## src/common/cdrs_pkg.sv

```systemverilog
`default_nettype none
package cdrs_pkg;
    // -------------------------------------------------------------
    // bus
    // -------------------------------------------------------------
    localparam int               ADDR_W        = 8;
    localparam int               DATA_W        = 32;
    localparam logic [ADDR_W-1:0] CPU_DIV_OFF   = 8'h04;
    localparam logic [ADDR_W-1:0] SLOW_DIV_OFF  = 8'h08;
    localparam logic [ADDR_W-1:0] OSC_STAT_OFF  = 8'h0c;
    localparam logic [ADDR_W-1:0] PWR_STAT_OFF  = 8'h10;
    localparam logic [ADDR_W-1:0] IRQ_STAT_OFF  = 8'h20;
    localparam logic [ADDR_W-1:0] IRQ_CLR_OFF   = 8'h24;
    localparam logic [ADDR_W-1:0] IRQ_EN_OFF    = 8'h28;

    // -------------------------------------------------------------
    // fields and reset values
    // -------------------------------------------------------------
    localparam int               CPU_DIV_W      = 8;
    localparam int               SLOW_DIV_W     = 10;
    localparam logic [7:0]       CPU_DIV_RESET  = 8'h04;
    localparam logic [9:0]       SLOW_DIV_RESET = 10'h1e0;
    localparam int               PLL_LOCK_BIT   = 8;
    localparam int               EXT_PRES_BIT   = 10;
    localparam int               DBG_PIN_BIT    = 7;
    localparam int               SYS_FLAG_BIT   = 6;
    localparam int               BAT_FLAG_BIT   = 5;
    localparam logic             PLL_RESET      = 1'b0;
    localparam logic             DBG_PIN_RESET  = 1'b1;
    localparam logic             SYS_FLAG_RESET = 1'b1;
    localparam logic             BAT_FLAG_RESET = 1'b0;

    // -------------------------------------------------------------
    // interrupt bits
    // -------------------------------------------------------------
    localparam int               IRQ_W          = 4;
    localparam int               IRQ_SYS        = 0;
    localparam int               IRQ_BAT        = 1;
    localparam int               IRQ_EXT        = 2;
    localparam int               IRQ_PLL        = 3;
    localparam logic [IRQ_W-1:0] IRQ_STAT_RESET = 4'h1;
    localparam logic [IRQ_W-1:0] IRQ_EN_RESET   = 4'h0;

    // -------------------------------------------------------------
    // timing
    // -------------------------------------------------------------
    localparam int               CLK_PERIOD_NS  = 50;
    localparam int               EXT_WINDOW_NS  = 100000;
    localparam int               EXT_CNT_W      = 12;
    localparam logic [EXT_CNT_W-1:0] EXT_WINDOW_CYC =
        EXT_CNT_W'(EXT_WINDOW_NS / CLK_PERIOD_NS);
endpackage
`default_nettype wire

```

## src/common/cdrs_div_if.sv

```systemverilog
`default_nettype none
interface cdrs_div_if #(parameter int W = 8);
    logic [W-1:0] divisor;
    logic         tick;
    modport ctrl (output divisor, input tick);
    modport div  (input divisor, output tick);
endinterface
`default_nettype wire

```

## src/logic/cdrs_clock_divider_reset_status.sv

```systemverilog
// Design decision made here: the APB interface to the registers.
`default_nettype none
module cdrs_clock_divider_reset_status
    import cdrs_pkg::*;
(
    input  wire logic              clk,
    input  wire logic              rst,
    input  wire logic              psel,
    input  wire logic              penable,
    input  wire logic              pwrite,
    input  wire logic [ADDR_W-1:0] paddr,
    input  wire logic [DATA_W-1:0] pwdata,
    output var  logic [DATA_W-1:0] prdata,
    output var  logic              pready,
    output var  logic              pslverr,
    input  wire logic              pllLockedIn,
    input  wire logic              ext32kIn,
    input  wire logic              ringOscIn,
    input  wire logic              debugResetPinIn,
    input  wire logic              batteryResetPulse,
    output var  logic              cpuClkTick,
    output var  logic              slowClkTick,
    output var  logic              lowClk,
    output var  logic              lowClkFromPin,
    output var  logic              irq
);

    // -------------------------------------------------------------
    // decode helper
    // -------------------------------------------------------------
    function automatic logic regHit(
        input logic [ADDR_W-1:0] addr,
        input logic [ADDR_W-1:0] off
    );
        regHit = (addr == off);
    endfunction

    // -------------------------------------------------------------
    // declarations
    // -------------------------------------------------------------
    logic [DATA_W-1:0]    prdataReg;
    logic [DATA_W-1:0]    prdataNext;
    logic                 preadyReg;
    logic                 preadyNext;
    logic                 pslverrReg;
    logic                 pslverrNext;
    logic                 wrEn;

    logic [CPU_DIV_W-1:0]  cpuDivReg;
    logic [CPU_DIV_W-1:0]  cpuDivNext;
    logic [SLOW_DIV_W-1:0] slowDivReg;
    logic [SLOW_DIV_W-1:0] slowDivNext;
    logic [IRQ_W-1:0]      irqEnReg;
    logic [IRQ_W-1:0]      irqEnNext;

    logic                 pllLockReg;
    logic                 pllLockNext;
    logic                 dbgPinReg;
    logic                 dbgPinNext;
    logic                 sysFlagReg;
    logic                 sysFlagNext;
    logic                 batFlagReg;
    logic                 batFlagNext;
    logic                 pwrClr;

    logic                 extInReg;
    logic                 extPrevReg;
    logic                 extEdge;
    logic [EXT_CNT_W-1:0] extCntReg;
    logic [EXT_CNT_W-1:0] extCntNext;
    logic                 extPresReg;
    logic                 extPresNext;
    logic                 lowClkReg;
    logic                 lowClkNext;

    logic [IRQ_W-1:0]     irqEvt;
    logic [IRQ_W-1:0]     irqClr;
    logic [IRQ_W-1:0]     irqStatReg;
    logic [IRQ_W-1:0]     irqStatNext;
    logic                 irqReg;
    logic                 irqNext;

    cdrs_div_if #(.W(CPU_DIV_W))  cpuDivIf ();
    cdrs_div_if #(.W(SLOW_DIV_W)) slowDivIf ();

    // -------------------------------------------------------------
    // apb slave: answer in the cycle after setup
    // -------------------------------------------------------------
    assign wrEn = psel & penable & preadyReg & pwrite;

    always_comb begin
        prdataNext  = '0;
        preadyNext  = 1'b0;
        pslverrNext = 1'b0;
        if (psel && !penable) begin
            preadyNext = 1'b1;
            case (paddr)
                CPU_DIV_OFF:
                    prdataNext[CPU_DIV_W-1:0] = cpuDivReg;
                SLOW_DIV_OFF:
                    prdataNext[SLOW_DIV_W-1:0] = slowDivReg;
                OSC_STAT_OFF:
                    prdataNext[PLL_LOCK_BIT] = pllLockReg;
                PWR_STAT_OFF: begin
                    prdataNext[EXT_PRES_BIT] = extPresReg;
                    prdataNext[DBG_PIN_BIT]  = dbgPinReg;
                    prdataNext[SYS_FLAG_BIT] = sysFlagReg;
                    prdataNext[BAT_FLAG_BIT] = batFlagReg;
                end
                IRQ_STAT_OFF:
                    prdataNext[IRQ_W-1:0] = irqStatReg;
                IRQ_CLR_OFF:
                    prdataNext = '0;
                IRQ_EN_OFF:
                    prdataNext[IRQ_W-1:0] = irqEnReg;
                default:
                    pslverrNext = 1'b1;
            endcase
        end
    end

    always_ff @(posedge clk) begin
        if (rst) begin
            prdataReg  <= '0;
            preadyReg  <= 1'b0;
            pslverrReg <= 1'b0;
        end else begin
            prdataReg  <= prdataNext;
            preadyReg  <= preadyNext;
            pslverrReg <= pslverrNext;
        end
    end

    assign prdata  = prdataReg;
    assign pready  = preadyReg;
    assign pslverr = pslverrReg;

    // -------------------------------------------------------------
    // configuration registers
    // -------------------------------------------------------------
    always_comb begin
        cpuDivNext  = cpuDivReg;
        slowDivNext = slowDivReg;
        irqEnNext   = irqEnReg;
        if (wrEn && regHit(paddr, CPU_DIV_OFF)) begin
            cpuDivNext = pwdata[CPU_DIV_W-1:0];
        end
        if (wrEn && regHit(paddr, SLOW_DIV_OFF)) begin
            slowDivNext = pwdata[SLOW_DIV_W-1:0];
        end
        if (wrEn && regHit(paddr, IRQ_EN_OFF)) begin
            irqEnNext = pwdata[IRQ_W-1:0];
        end
    end

    always_ff @(posedge clk) begin
        if (rst) begin
            cpuDivReg  <= CPU_DIV_RESET;
            slowDivReg <= SLOW_DIV_RESET;
            irqEnReg   <= IRQ_EN_RESET;
        end else begin
            cpuDivReg  <= cpuDivNext;
            slowDivReg <= slowDivNext;
            irqEnReg   <= irqEnNext;
        end
    end

    // -------------------------------------------------------------
    // clock dividers
    // -------------------------------------------------------------
    assign cpuDivIf.divisor  = cpuDivReg;
    assign slowDivIf.divisor = slowDivReg;

    cdrs_divider #(.W(CPU_DIV_W)) cpuDivider (
        .clk  (clk),
        .rst  (rst),
        .port (cpuDivIf)
    );

    cdrs_divider #(.W(SLOW_DIV_W)) slowDivider (
        .clk  (clk),
        .rst  (rst),
        .port (slowDivIf)
    );

    assign cpuClkTick  = cpuDivIf.tick;
    assign slowClkTick = slowDivIf.tick;

    // -------------------------------------------------------------
    // external 32k activity and clock source
    // -------------------------------------------------------------
    assign extEdge = extInReg ^ extPrevReg;

    always_comb begin
        if (extEdge) begin
            extCntNext = EXT_WINDOW_CYC;
        end else if (extCntReg != '0) begin
            extCntNext = extCntReg - EXT_CNT_W'(1);
        end else begin
            extCntNext = '0;
        end
        extPresNext = (extCntNext != '0);
        lowClkNext  = extPresReg ? extInReg : ringOscIn;
    end

    always_ff @(posedge clk) begin
        if (rst) begin
            extInReg   <= 1'b0;
            extPrevReg <= 1'b0;
            extCntReg  <= '0;
            extPresReg <= 1'b0;
            lowClkReg  <= 1'b0;
        end else begin
            extInReg   <= ext32kIn;
            extPrevReg <= extInReg;
            extCntReg  <= extCntNext;
            extPresReg <= extPresNext;
            lowClkReg  <= lowClkNext;
        end
    end

    assign lowClk        = lowClkReg;
    assign lowClkFromPin = extPresReg;

    // -------------------------------------------------------------
    // status bits and reset flags
    // -------------------------------------------------------------
    assign pwrClr = wrEn & regHit(paddr, PWR_STAT_OFF);

    always_comb begin
        pllLockNext = pllLockedIn;
        dbgPinNext  = debugResetPinIn;
        sysFlagNext = sysFlagReg & ~(pwrClr & pwdata[SYS_FLAG_BIT]);
        batFlagNext = batteryResetPulse |
                      (batFlagReg & ~(pwrClr & pwdata[BAT_FLAG_BIT]));
    end

    always_ff @(posedge clk) begin
        if (rst) begin
            pllLockReg <= PLL_RESET;
            dbgPinReg  <= DBG_PIN_RESET;
            sysFlagReg <= SYS_FLAG_RESET;
            batFlagReg <= BAT_FLAG_RESET;
        end else begin
            pllLockReg <= pllLockNext;
            dbgPinReg  <= dbgPinNext;
            sysFlagReg <= sysFlagNext;
            batFlagReg <= batFlagNext;
        end
    end

    // -------------------------------------------------------------
    // interrupts: sticky status, write-one clear, enable
    // -------------------------------------------------------------
    always_comb begin
        irqEvt          = '0;
        irqEvt[IRQ_BAT] = batteryResetPulse;
        irqEvt[IRQ_EXT] = extPresNext ^ extPresReg;
        irqEvt[IRQ_PLL] = pllLockNext ^ pllLockReg;
        irqClr = '0;
        if (wrEn && regHit(paddr, IRQ_CLR_OFF)) begin
            irqClr = pwdata[IRQ_W-1:0];
        end
    end

    genvar gi;
    generate
        for (gi = 0; gi < IRQ_W; gi++) begin : gIrq
            assign irqStatNext[gi] =
                irqEvt[gi] | (irqStatReg[gi] & ~irqClr[gi]);
        end
    endgenerate

    always_comb begin
        irqNext = |(irqStatNext & irqEnNext);
    end

    always_ff @(posedge clk) begin
        if (rst) begin
            irqStatReg <= IRQ_STAT_RESET;
            irqReg     <= 1'b0;
        end else begin
            irqStatReg <= irqStatNext;
            irqReg     <= irqNext;
        end
    end

    assign irq = irqReg;

endmodule
`default_nettype wire

```

## src/logic/cdrs_divider.sv

```systemverilog
`default_nettype none
module cdrs_divider #(
    parameter int W = 8
) (
    input  wire logic clk,
    input  wire logic rst,
    cdrs_div_if.div   port
);
    logic [W-1:0] cntReg;
    logic [W-1:0] cntNext;
    logic         tickReg;
    logic         tickNext;

    // -------------------------------------------------------------
    // counter, one tick every divisor cycles, none at zero
    // -------------------------------------------------------------
    always_comb begin
        cntNext  = '0;
        tickNext = 1'b0;
        if (port.divisor != '0) begin
            if (cntReg >= port.divisor - W'(1)) begin
                cntNext  = '0;
                tickNext = 1'b1;
            end else begin
                cntNext  = cntReg + W'(1);
            end
        end
    end

    always_ff @(posedge clk) begin
        if (rst) begin
            cntReg  <= '0;
            tickReg <= 1'b0;
        end else begin
            cntReg  <= cntNext;
            tickReg <= tickNext;
        end
    end

    assign port.tick = tickReg;
endmodule
`default_nettype wire

```

## config.mk

```make
export PLATFORM = sky130hd
export DESIGN_NAME = cdrs_clock_divider_reset_status
export DESIGN_NICKNAME = d
export VERILOG_FILES = /design/src/common/cdrs_pkg.sv /design/src/common/cdrs_div_if.sv /design/src/logic/cdrs_clock_divider_reset_status.sv /design/src/logic/cdrs_divider.sv
export SDC_FILE = /design/constraint.sdc
export NUM_CORES = 1
export LEC_CHECK = 0
export BUFFER_PORTS_ARGS = -buffer_cell sky130_fd_sc_hd__buf_2
export CAP_MARGIN = 20
export CORE_ASPECT_RATIO = 1.1
export CORE_MARGIN = 3
export CORE_UTILIZATION = 32
export DETAILED_ROUTE_END_ITERATION = 12
export GPL_TIMING_DRIVEN = 0
export PLACE_DENSITY = 0.57
export SYNTH_ARGS = -nofsm -noshare
export SYNTH_HDL_FRONTEND = slang
export SYNTH_HIERARCHICAL = 1
export SYNTH_SLANG_ARGS = --single-unit
```

## constraint.sdc

```tcl
create_clock -name clk -period 7 [get_ports clk]
set_clock_uncertainty 0.05 [all_clocks]
set_input_delay 0.35 -clock clk [delete_from_list [all_inputs] [get_ports clk]]
set_output_delay 0.35 -clock clk [all_outputs]
set_load 0.03 [all_outputs]
```

==> results.txt, run 1 <==
Maximum number of pins on one net before global-route repair: 15
Actual transition at the worst max-transition pin: 1.00 ns
Final Max Slew Viols: 0
Detailed Place HPWL: 8230 um
Register Area: 1600 um2
Buffers inserted during post-CTS setup optimization: 0
Remaining DRCs: 0
Crit start category: register
Total CTS buffers: 9
NetSw: 397 uW
Combinational share of power: 0.228
Final antenna-violating net count: 0
Worst r2r path cells: 10
Proportion of total power due to net switching: 0.316
Leading cell types by total area after synthesis: dfxtp_1, ha_1, xor2_1, buf_4, nand2_1
Post-cts repair resize count: 0
Static Leakage: 0.00226 uW
H-tree Lvls: 3
Summed instance area of the synthesized netlist: 4380 um2
Count of inserted antenna diode cells: 0
CTS Sinks: 80
Most frequent cell after synthesis: dfxtp_1
Top FF cell, synth: dfxtp_1
Sum of buffers and inverters on the critical path: 3
Number of cells on the worst hold path: 2
Fraction of power consumed by sequential logic: 0.415
CTS root buf: clkbuf_16
Via count of the first global-routing pass: 3582
Worst min-delay path startpoint: debugResetPinIn
VDD IR-drop max: 0.000118 V
Total Die Area: 15100 um2
CP arrival: 3.06 ns
DRC marker count from the first detailed-route iteration: 212
Endpoints failing hold: 0
Min-Delay Path Class: input pin to register
Portion of synthesized cell area occupied by the leading cell type: 0.366
Async set-or-reset flop fraction in the synthesized netlist: 0
Cell Int Power: 859 uW
Final critical-path required period: 2.88 ns
Number of placed I/O pins: 89
Number of optimization iterations in the first detailed-route pass: 7
Die outline width: 118 um
Worst Hold Endpoint: dbgPinReg$_SDFF_PP1_
Average vias per placed instance: 5.00
Run status: completed
Leftover overflow at the end of global routing: 0
Warnings from Yosys: 6
CP required: 7.18 ns
Initial standard-cell utilization of the core: 0.329
Number of standard-cell rows in the floorplan: 44
Post-synthesis to final-layout area growth: 18.6%
Total number of nets in the final design: 632
Cell at the slowest stage of the critical path: or4_1
Antenna violations before repair: 0
Worst reg2reg setup slack: 4.12 ns
Total via count in the routed design: 3727
Number of fillers in the final layout: 1368
Share of post-route cells with drive strength above 1: 0.189
Clock edge transition at the registers on the reported setup and hold paths: 0.06 ns
Worst R2R End: irq$_SDFF_PP0_
Wire length of the first global-routing pass: 17900 um
Setup crit end kind: register
DIE HEIGHT: 129 um
Kind of cell with the highest combined delay on the critical path: simple AND/OR/NAND/NOR gates
Sequential area share after synthesis: 0.366
Period utilisation layout: 0.411
Cell-by-cell listing of the critical path: clkbuf_1 > inv_1 > ha_1 > or4b_1 > buf_2 > or4_1 > o211a_1 > and2_1 > o21ai_2 > o31ai_2
All-Layer GR Usage: 0.147
Summed negative setup slack over all endpoints: 0 ns
Clock tree from TritonCTS: done
Start point of the critical path: extCntReg[0]$_SDFF_PP0_
Flop and latch count out of synthesis: 80
Maximum count of clock buffers along a single path: 2
Total Wirelength: 10800 um
Power density relative to cell area: 242 nW/um2
Later-pin clock latency in the skew report: 0.34 ns
Routability congestion estimate: 0.836
Maximum clock rate: 0.347 GHz
Final standard cell area without fillers: 5190 um2
Total placed instance area: 4910 um2
Floorplan core area: 13300 um2
FF-to-FF Start: extCntReg[0]$_SDFF_PP0_
Count of port buffers added during placement: 45
Slew headroom: 0.328
WL per Instance: 14.5 um
Setup repair after global routing missed its margin: no
Final setup viols: 0
Largest stage delay, worst path: 0.48 ns
Final hold slack: 0.145 ns
Most used standard cells in the synthesized netlist: dfxtp_1, nand2_1, nor2_1, a21oi_1, ha_1
Area taken by multi-input logic gates: 2550 um2
Per-instance average area after synthesis: 9.11 um2
Clk network pwr share: 0.357
Critical path start-end classification: register to register
Number of max-capacitance violations reported: 0
Cell count after synthesis: 481
Post-synth cell types: 60
Number of enable-type register cells in the synthesized netlist: 0
Dominant cell type by area after synthesis: dfxtp_1
Quantity of hold-fixing buffers added after cts: 0
Max FO, Critical Path: 9
cell families (layout without fill, tap and decap cells):
logic type | count (synthesis) | in the layout | synth area share
compound gates | 69 | 69 | 0.124
flops | 80 | 80 | 0.366
simple gates | 202 | 202 | 0.265
buf+inv | 54 | 115 | 0.0694
other cells | 1 | 21 | 0.000856
fa+ha+maj | 25 | 25 | 0.0714
mux | 13 | 13 | 0.0297
xor+xnor | 37 | 37 | 0.0740
state kept, by name, indices dropped and copies added, names as in the netlist, 4 cells and up:
signal              flops
cpuDivIf.divisor        8
cpuDivider/cntReg       8
extCntReg              12
irqEnReg                4
irqStatReg              4
prdata                 11
slowDivIf.divisor      10
slowDivider/cntReg     10
power by group through the flow:
stage	combinational, uW	sequential [uW]	clock (uW)
6_report	286	522	448
3_5_place_dp	285	531	0
3_3_place_gp	279	531	0
5_1_grt	322	527	481
4_1_cts	286	521	463
2_1_floorplan	223	529	0
cells in the final DEF, fill, tap and decap left out, types with 12 or more instances in the layout:
cell and count:
nor3_1 22, ha_1 25, nand3_1 21, inv_1 12
a21oi_1 26, nand4_1 12, dfxtp_1 80, and3_1 12
clkbuf_1 14, nand2_1 44, conb_1 21, buf_4 22
nor2_1 41, xor2_1 23, mux2i_1 13, xnor2_1 14
buf_2 48
layout make-up:
cell class / count / share of cell area
Multi-Input combinational cell: 367 / 0.491
Sequential cell: 80 / 0.308
Buffer: 42 / 0.0499
Clock buffer: 10 / 0.0460
Tap cell: 184 / 0.0443
Timing Repair Buffer: 45 / 0.0434
Inverter: 12 / 0.00867
Clock inverter: 6 / 0.00843
stage by stage:
step	utilization	instances	total power [uW]	setup slack, ns
after floorplan	-	501	752	4.36
after global placement	0.369	730	810	4.16
after detailed placement	0.369	730	817	4.13
after CTS	0.390	746	1270	4.12
after global routing	0.390	746	1330	3.96
final	0.390	746	1260	4.12
worst max path at each step:
stage	to	slack, ns	cells past startpoint
6_report	irq$_SDFF_PP0_	4.12	10
5_1_grt	irq$_SDFF_PP0_	3.96	10
4_1_cts	irq$_SDFF_PP0_	4.12	10
3_5_place_dp	irq$_SDFF_PP0_	4.13	10
3_3_place_gp	irq$_SDFF_PP0_	4.16	10
2_1_floorplan	irq$_SDFF_PP0_	4.36	10
layer usage:
layer,global-route usage,part of all wire,vias up
li1,-,-,1840
met5,0,0,-
met2,0.247,0.49,102
met4,0.0614,0.026,0
met3,0.0400,0.046,22
met1,0.179,0.44,1763
Note: power is estimated with default switching activity, not from simulation.
==> run 2, diff against run 1 <==
- PLACE_DENSITY: 0.57 -> 0.59
- clock period: 7 -> 2.6 ns (I/O delays scaled with it)
==> results.txt, run 2 (synthesis results as in run 1) <==
Via count of the first global-routing pass: 3630
Average vias per placed instance: 4.96
Final standard cell utilization of the core: 0.405
Number of fillers in the final layout: 1350
Count of inserted antenna diode cells: 0
Worst Hold Endpoint: cpuDivIf.divisor[5]$_SDFFE_PP0P_
Endpoints failing hold: 0
WL per Instance: 14.9 um
Number of placed I/O pins: 89
Total Wirelength: 11300 um
Static Leakage: 0.00237 uW
NetSw: 1080 uW
Total number of nets in the final design: 641
Proportion of total power due to net switching: 0.290
Period utilisation layout: 0.984
Run status: completed
DIE HEIGHT: 129 um
Number of standard-cell rows in the floorplan: 44
VDD IR-drop max: 0.000363 V
Clk network pwr share: 0.399
Antenna violations before repair: 0
Final critical-path required period: 2.56 ns
Combinational share of power: 0.218
Floorplan core area: 13300 um2
Setup repair after global routing missed its margin: yes
Post-synthesis to final-layout area growth: 23.2%
Detailed Place HPWL: 8270 um
Later-pin clock latency in the skew report: 0.34 ns
Worst r2r path cells: 9
Remaining DRCs: 0
Final hold slack: 0.0151 ns
Wire length of the first global-routing pass: 18100 um
Most common library cell in the layout ignoring fill and taps: dfxtp_1
Final antenna-violating net count: 0
Total placed cells including tap cells: 730
Critical path start-end classification: register to register
Share of post-route cells with drive strength above 1: 0.208
Post-route worst setup slack: 0.0407 ns
CP arrival: 2.77 ns
Worst min-delay path startpoint: pwdata[5]
Setup crit end kind: register
All-Layer GR Usage: 0.149
Largest register FFs: 12
Register with the most flip-flops: extCntReg
Maximum count of clock buffers along a single path: 2
Worst slack at placement: -0.181 ns
Summed negative setup slack over all endpoints: 0 ns
Number of optimization iterations in the first detailed-route pass: 6
Number of standard cells in the layout, taps in and fillers out: 755
Maximum clock rate: 0.391 GHz
CTS root buf: clkbuf_16
Routability congestion estimate: 0.827
Total CTS buffers: 9
Clock tree from TritonCTS: done
Leftover overflow at the end of global routing: 0
Actual transition at the worst max-transition pin: 0.972 ns
Commonest cells after routing, fill and taps aside: dfxtp_1, buf_2, nand2_1
Clock edge transition at the registers on the reported setup and hold paths: 0.06 ns
Fraction of power consumed by sequential logic: 0.383
Worst reg2reg setup slack: 0.04 ns
Final Max Slew Viols: 0
Count of port buffers added during placement: 45
H-tree Lvls: 3
Initial standard-cell utilization of the core: 0.329
Final setup viols: 0
DRC marker count from the first detailed-route iteration: 198
Number of cells on the worst hold path: 3
CP required: 2.81 ns
FF-to-FF Start: slowDivIf.divisor[3]$_SDFFE_PP0P_
Cell Int Power: 2640 uW
Slew headroom: 0.347
Total via count in the routed design: 3746
Max FO, Critical Path: 5
Die outline width: 118 um
Min-Delay Path Class: input pin to register
Maximum number of pins on one net before global-route repair: 14
Total Die Area: 15100 um2
CTS Sinks: 80
Number of max-capacitance violations reported: 0
Worst R2R End: slowDivider/cntReg[7]$_SDFF_PP0_
Crit start category: register
Power density relative to cell area: 688 nW/um2
run 2: cell types whose count changed in the layout (fill, tap and decap cells not counted), sizes merged:
cell,change
dlygate4sd3,+6
clkinv,-2
clkinvlp,-1
inv,-1
buf,+4
bufinv,+3
run 2: layout make-up:
class,instances,area (um2),share of cell area
Buffer,40,254,0.0471
Clock buffer,11,243,0.0450
Clock inverter,5,104,0.0192
Inverter,12,45.0,0.00835
Multi-Input combinational cell,367,2580,0.479
Sequential cell,80,1610,0.298
Tap cell,184,230,0.0427
Timing Repair Buffer,56,327,0.0605
run 2: metal layers:
layer  track usage  vias up  routed length, um
li1              -     1857                  -
met1         0.180     1774               4980
met2         0.257       91               5520
met3        0.0338       24                474
met4        0.0628        0                290
met5             0        -                  0
run 2: power by group through the flow:
| stage | Sequential, uW | Clock (uW) | Combinational (uW) |
|---|---|---|---|
| global placement | 1430 | 0 | 757 |
| CTS | 1420 | 1520 | 776 |
| global route | 1440 | 1570 | 898 |
| detailed placement | 1430 | 0 | 777 |
| floorplan | 1420 | 0 | 609 |
| finish | 1420 | 1480 | 811 |
run 2: metrics by stage:
step / instance area [um2] / power, uW
finish: 5400 / 3720
detailed placement: 4920 / 2210
global placement: 4920 / 2180
global route: 5400 / 3900
floorplan: 4470 / 2030
CTS: 5350 / 3710
run 2: how the worst max path moves through the flow:
stage / from / end / slack, ns
after detailed placement: extCntReg[0]$_SDFF_PP0_ / irq$_SDFF_PP0_ / -0.18
after CTS: slowDivIf.divisor[2]$_SDFFE_PP0P_ / slowDivider/cntReg[9]$_SDFF_PP0_ / 0.02
final: slowDivIf.divisor[3]$_SDFFE_PP0P_ / slowDivider/cntReg[7]$_SDFF_PP0_ / 0.04
after global placement: extCntReg[0]$_SDFF_PP0_ / irq$_SDFF_PP0_ / -0.15
after global routing: slowDivIf.divisor[3]$_SDFFE_PP0P_ / slowDivider/cntReg[8]$_SDFF_PP0_ / -0.05
after floorplan: extCntReg[0]$_SDFF_PP0_ / irq$_SDFF_PP0_ / 0.01
run 2: repair_timing:
| action | CTS | global route |
|---|---|---|
| endpoints found under the setup margin | 13 | 21 |
| buffers inserted | 0 | 4 |
| pin swaps | 1 | 8 |
| resized for setup | 6 | 7 |
| hold buffers | 6 | 0 |
| gates cloned | 1 | 0 |
| hold endpoints to repair | 6 | 0 |
run 2: critical path: stages (launching register included):
cell and delay [ns]:
dfxtp_2 0.36, nor4_4 0.35, nand2_1 0.14, xor2_1 0.17, ha_1 0.30, a211o_1 0.31, a21oi_2 0.22, o41ai_4 0.15
buf_6 0.18, nor4b_4 0.26
==> run 3, diff against run 2 <==
- CORE_MARGIN: 3 -> default
- PLACE_DENSITY: 0.59 -> 0.57
- clock period: 2.6 -> 2.9 ns (I/O delays scaled with it)
==> results.txt, run 3 (synthesis results as in run 1) <==
DIE HEIGHT: 125 um
Final hold slack: 0.0333 ns
Register with the most flip-flops: extCntReg
Worst R2R End: irq$_SDFF_PP0_
Total Wirelength: 10800 um
Number of fillers in the final layout: 1307
Initial standard-cell utilization of the core: 0.330
Max FO, Critical Path: 8
Static Leakage: 0.00228 uW
Post-synthesis to final-layout area growth: 20.1%
CP arrival: 2.93 ns
Final critical-path required period: 2.75 ns
Number of optimization iterations in the first detailed-route pass: 5
Commonest cells after routing, fill and taps aside: dfxtp_1, buf_2, nand2_1
Average vias per placed instance: 5.01
Final Max Slew Viols: 0
Number of placed I/O pins: 89
Clock edge transition at the registers on the reported setup and hold paths: 0.06 ns
Die outline width: 114 um
Critical path start-end classification: register to register
Summed negative setup slack over all endpoints: 0 ns
FF-to-FF Start: extCntReg[1]$_SDFF_PP0_
Total CTS buffers: 9
Count of inserted antenna diode cells: 0
CTS root buf: clkbuf_16
Worst Hold Endpoint: batFlagReg$_SDFF_PP0_
Maximum number of pins on one net before global-route repair: 14
Routability congestion estimate: 0.813
Total Die Area: 14200 um2
Share of post-route cells with drive strength above 1: 0.191
Number of max-capacitance violations reported: 0
Total number of nets in the final design: 636
Later-pin clock latency in the skew report: 0.34 ns
Buffers inserted during post-CTS setup optimization: 0
Run status: completed
Largest register FFs: 12
Leftover overflow at the end of global routing: 0
Worst slack at placement: 0.00595 ns
Period utilisation layout: 0.948
Antenna violations before repair: 0
DRC marker count from the first detailed-route iteration: 167
Maximum count of clock buffers along a single path: 2
Count of port buffers added during placement: 45
Setup crit end kind: register
Floorplan core area: 13300 um2
Final antenna-violating net count: 0
Number of standard-cell rows in the floorplan: 44
Maximum clock rate: 0.364 GHz
Via count of the first global-routing pass: 3526
Remaining DRCs: 0
CTS Sinks: 80
Actual transition at the worst max-transition pin: 1.07 ns
Min-Delay Path Class: input pin to register
Final setup viols: 0
Crit start category: register
WL per Instance: 14.4 um
Detailed Place HPWL: 8010 um
Power density relative to cell area: 589 nW/um2
Number of cells on the worst hold path: 3
Clock tree from TritonCTS: done
Post-route worst setup slack: 0.150 ns
Most common library cell in the layout ignoring fill and taps: dfxtp_1
Total via count in the routed design: 3755
VDD IR-drop max: 0.000289 V
All-Layer GR Usage: 0.156
H-tree Lvls: 3
Worst min-delay path startpoint: batteryResetPulse
Worst reg2reg setup slack: 0.15 ns
Slew headroom: 0.283
Wire length of the first global-routing pass: 17300 um
Endpoints failing hold: 0
CP required: 3.08 ns
Worst r2r path cells: 10
[run 3: cell types whose count changed in the layout (fill, tap and decap cells not counted), sizes merged]
cell,previous run,this run
buf,77,73
bufinv,3,1
clkinvlp,0,2
clkbuf,24,23
clkinv,2,3
dlygate4sd3,6,5
[run 3: power breakdown]
| group | switching [uW] | total [uW] | internal [uW] |
|---|---|---|---|
| Combinational | 403 | 702 | 299 |
| Sequential | 89.6 | 1270 | 1180 |
| Clock | 467 | 1130 | 662 |
[run 3: cell type report]
| cell class | count | area, um2 | area share |
|---|---|---|---|
| Clock buffer | 10 | 229 | 0.0435 |
| Tap cell | 184 | 230 | 0.0438 |
| Multi-Input combinational cell | 367 | 2560 | 0.487 |
| Clock inverter | 6 | 60.1 | 0.0114 |
| Inverter | 12 | 45.0 | 0.00857 |
| Timing Repair Buffer | 50 | 275 | 0.0523 |
| Buffer | 41 | 255 | 0.0485 |
| Sequential cell | 80 | 1600 | 0.305 |
[run 3: through the flow]
stage	instance area, um2	util	instances	power [uW]
after floorplan	4460	-	501	1820
after global placement	4910	0.370	730	1950
after detailed placement	4910	0.370	730	1970
after CTS	5250	0.396	751	3110
after global routing	5260	0.396	750	3250
final	5260	0.396	750	3100
[run 3: worst max-delay path, stage by stage, from the launching register on]
cell      delay [ns]
dfxtp_1         0.29
clkbuf_1        0.18
inv_2           0.13
ha_4            0.17
or4b_1          0.46
buf_2           0.18
or4_1           0.47
o211a_1         0.26
and2_1          0.17
o21ai_2         0.17
o31ai_2         0.09
[run 3: layer usage]
layer | global-route usage | vias to the layer above | part of all wire
met3 | 0.0302 | 29 | 0.041
met5 | 0 | - | 0
met4 | 0.0944 | 0 | 0.038
li1 | - | 1860 | -
met2 | 0.248 | 102 | 0.46
met1 | 0.194 | 1764 | 0.46
[run 3: timing repair]
| item | CTS | global route |
|---|---|---|
| endpoints found under the setup margin | 1 | 2 |
| pin swaps | 0 | 0 |
| hold endpoints to repair | 5 | 0 |
| hold buffers | 5 | 0 |
| gates resized for setup | 1 | 3 |
[run 3: how the worst max path moves through the flow]
stage	startpoint	endpoint	slack, ns	cells past startpoint
4_1_cts	extCntReg[0]$_SDFF_PP0_	irq$_SDFF_PP0_	0.04	10
3_5_place_dp	extCntReg[0]$_SDFF_PP0_	irq$_SDFF_PP0_	0.006	10
2_1_floorplan	extCntReg[0]$_SDFF_PP0_	irq$_SDFF_PP0_	0.26	10
3_3_place_gp	extCntReg[0]$_SDFF_PP0_	irq$_SDFF_PP0_	0.06	10
5_1_grt	extCntReg[1]$_SDFF_PP0_	irq$_SDFF_PP0_	-0.0008	10
6_report	extCntReg[1]$_SDFF_PP0_	irq$_SDFF_PP0_	0.15	10
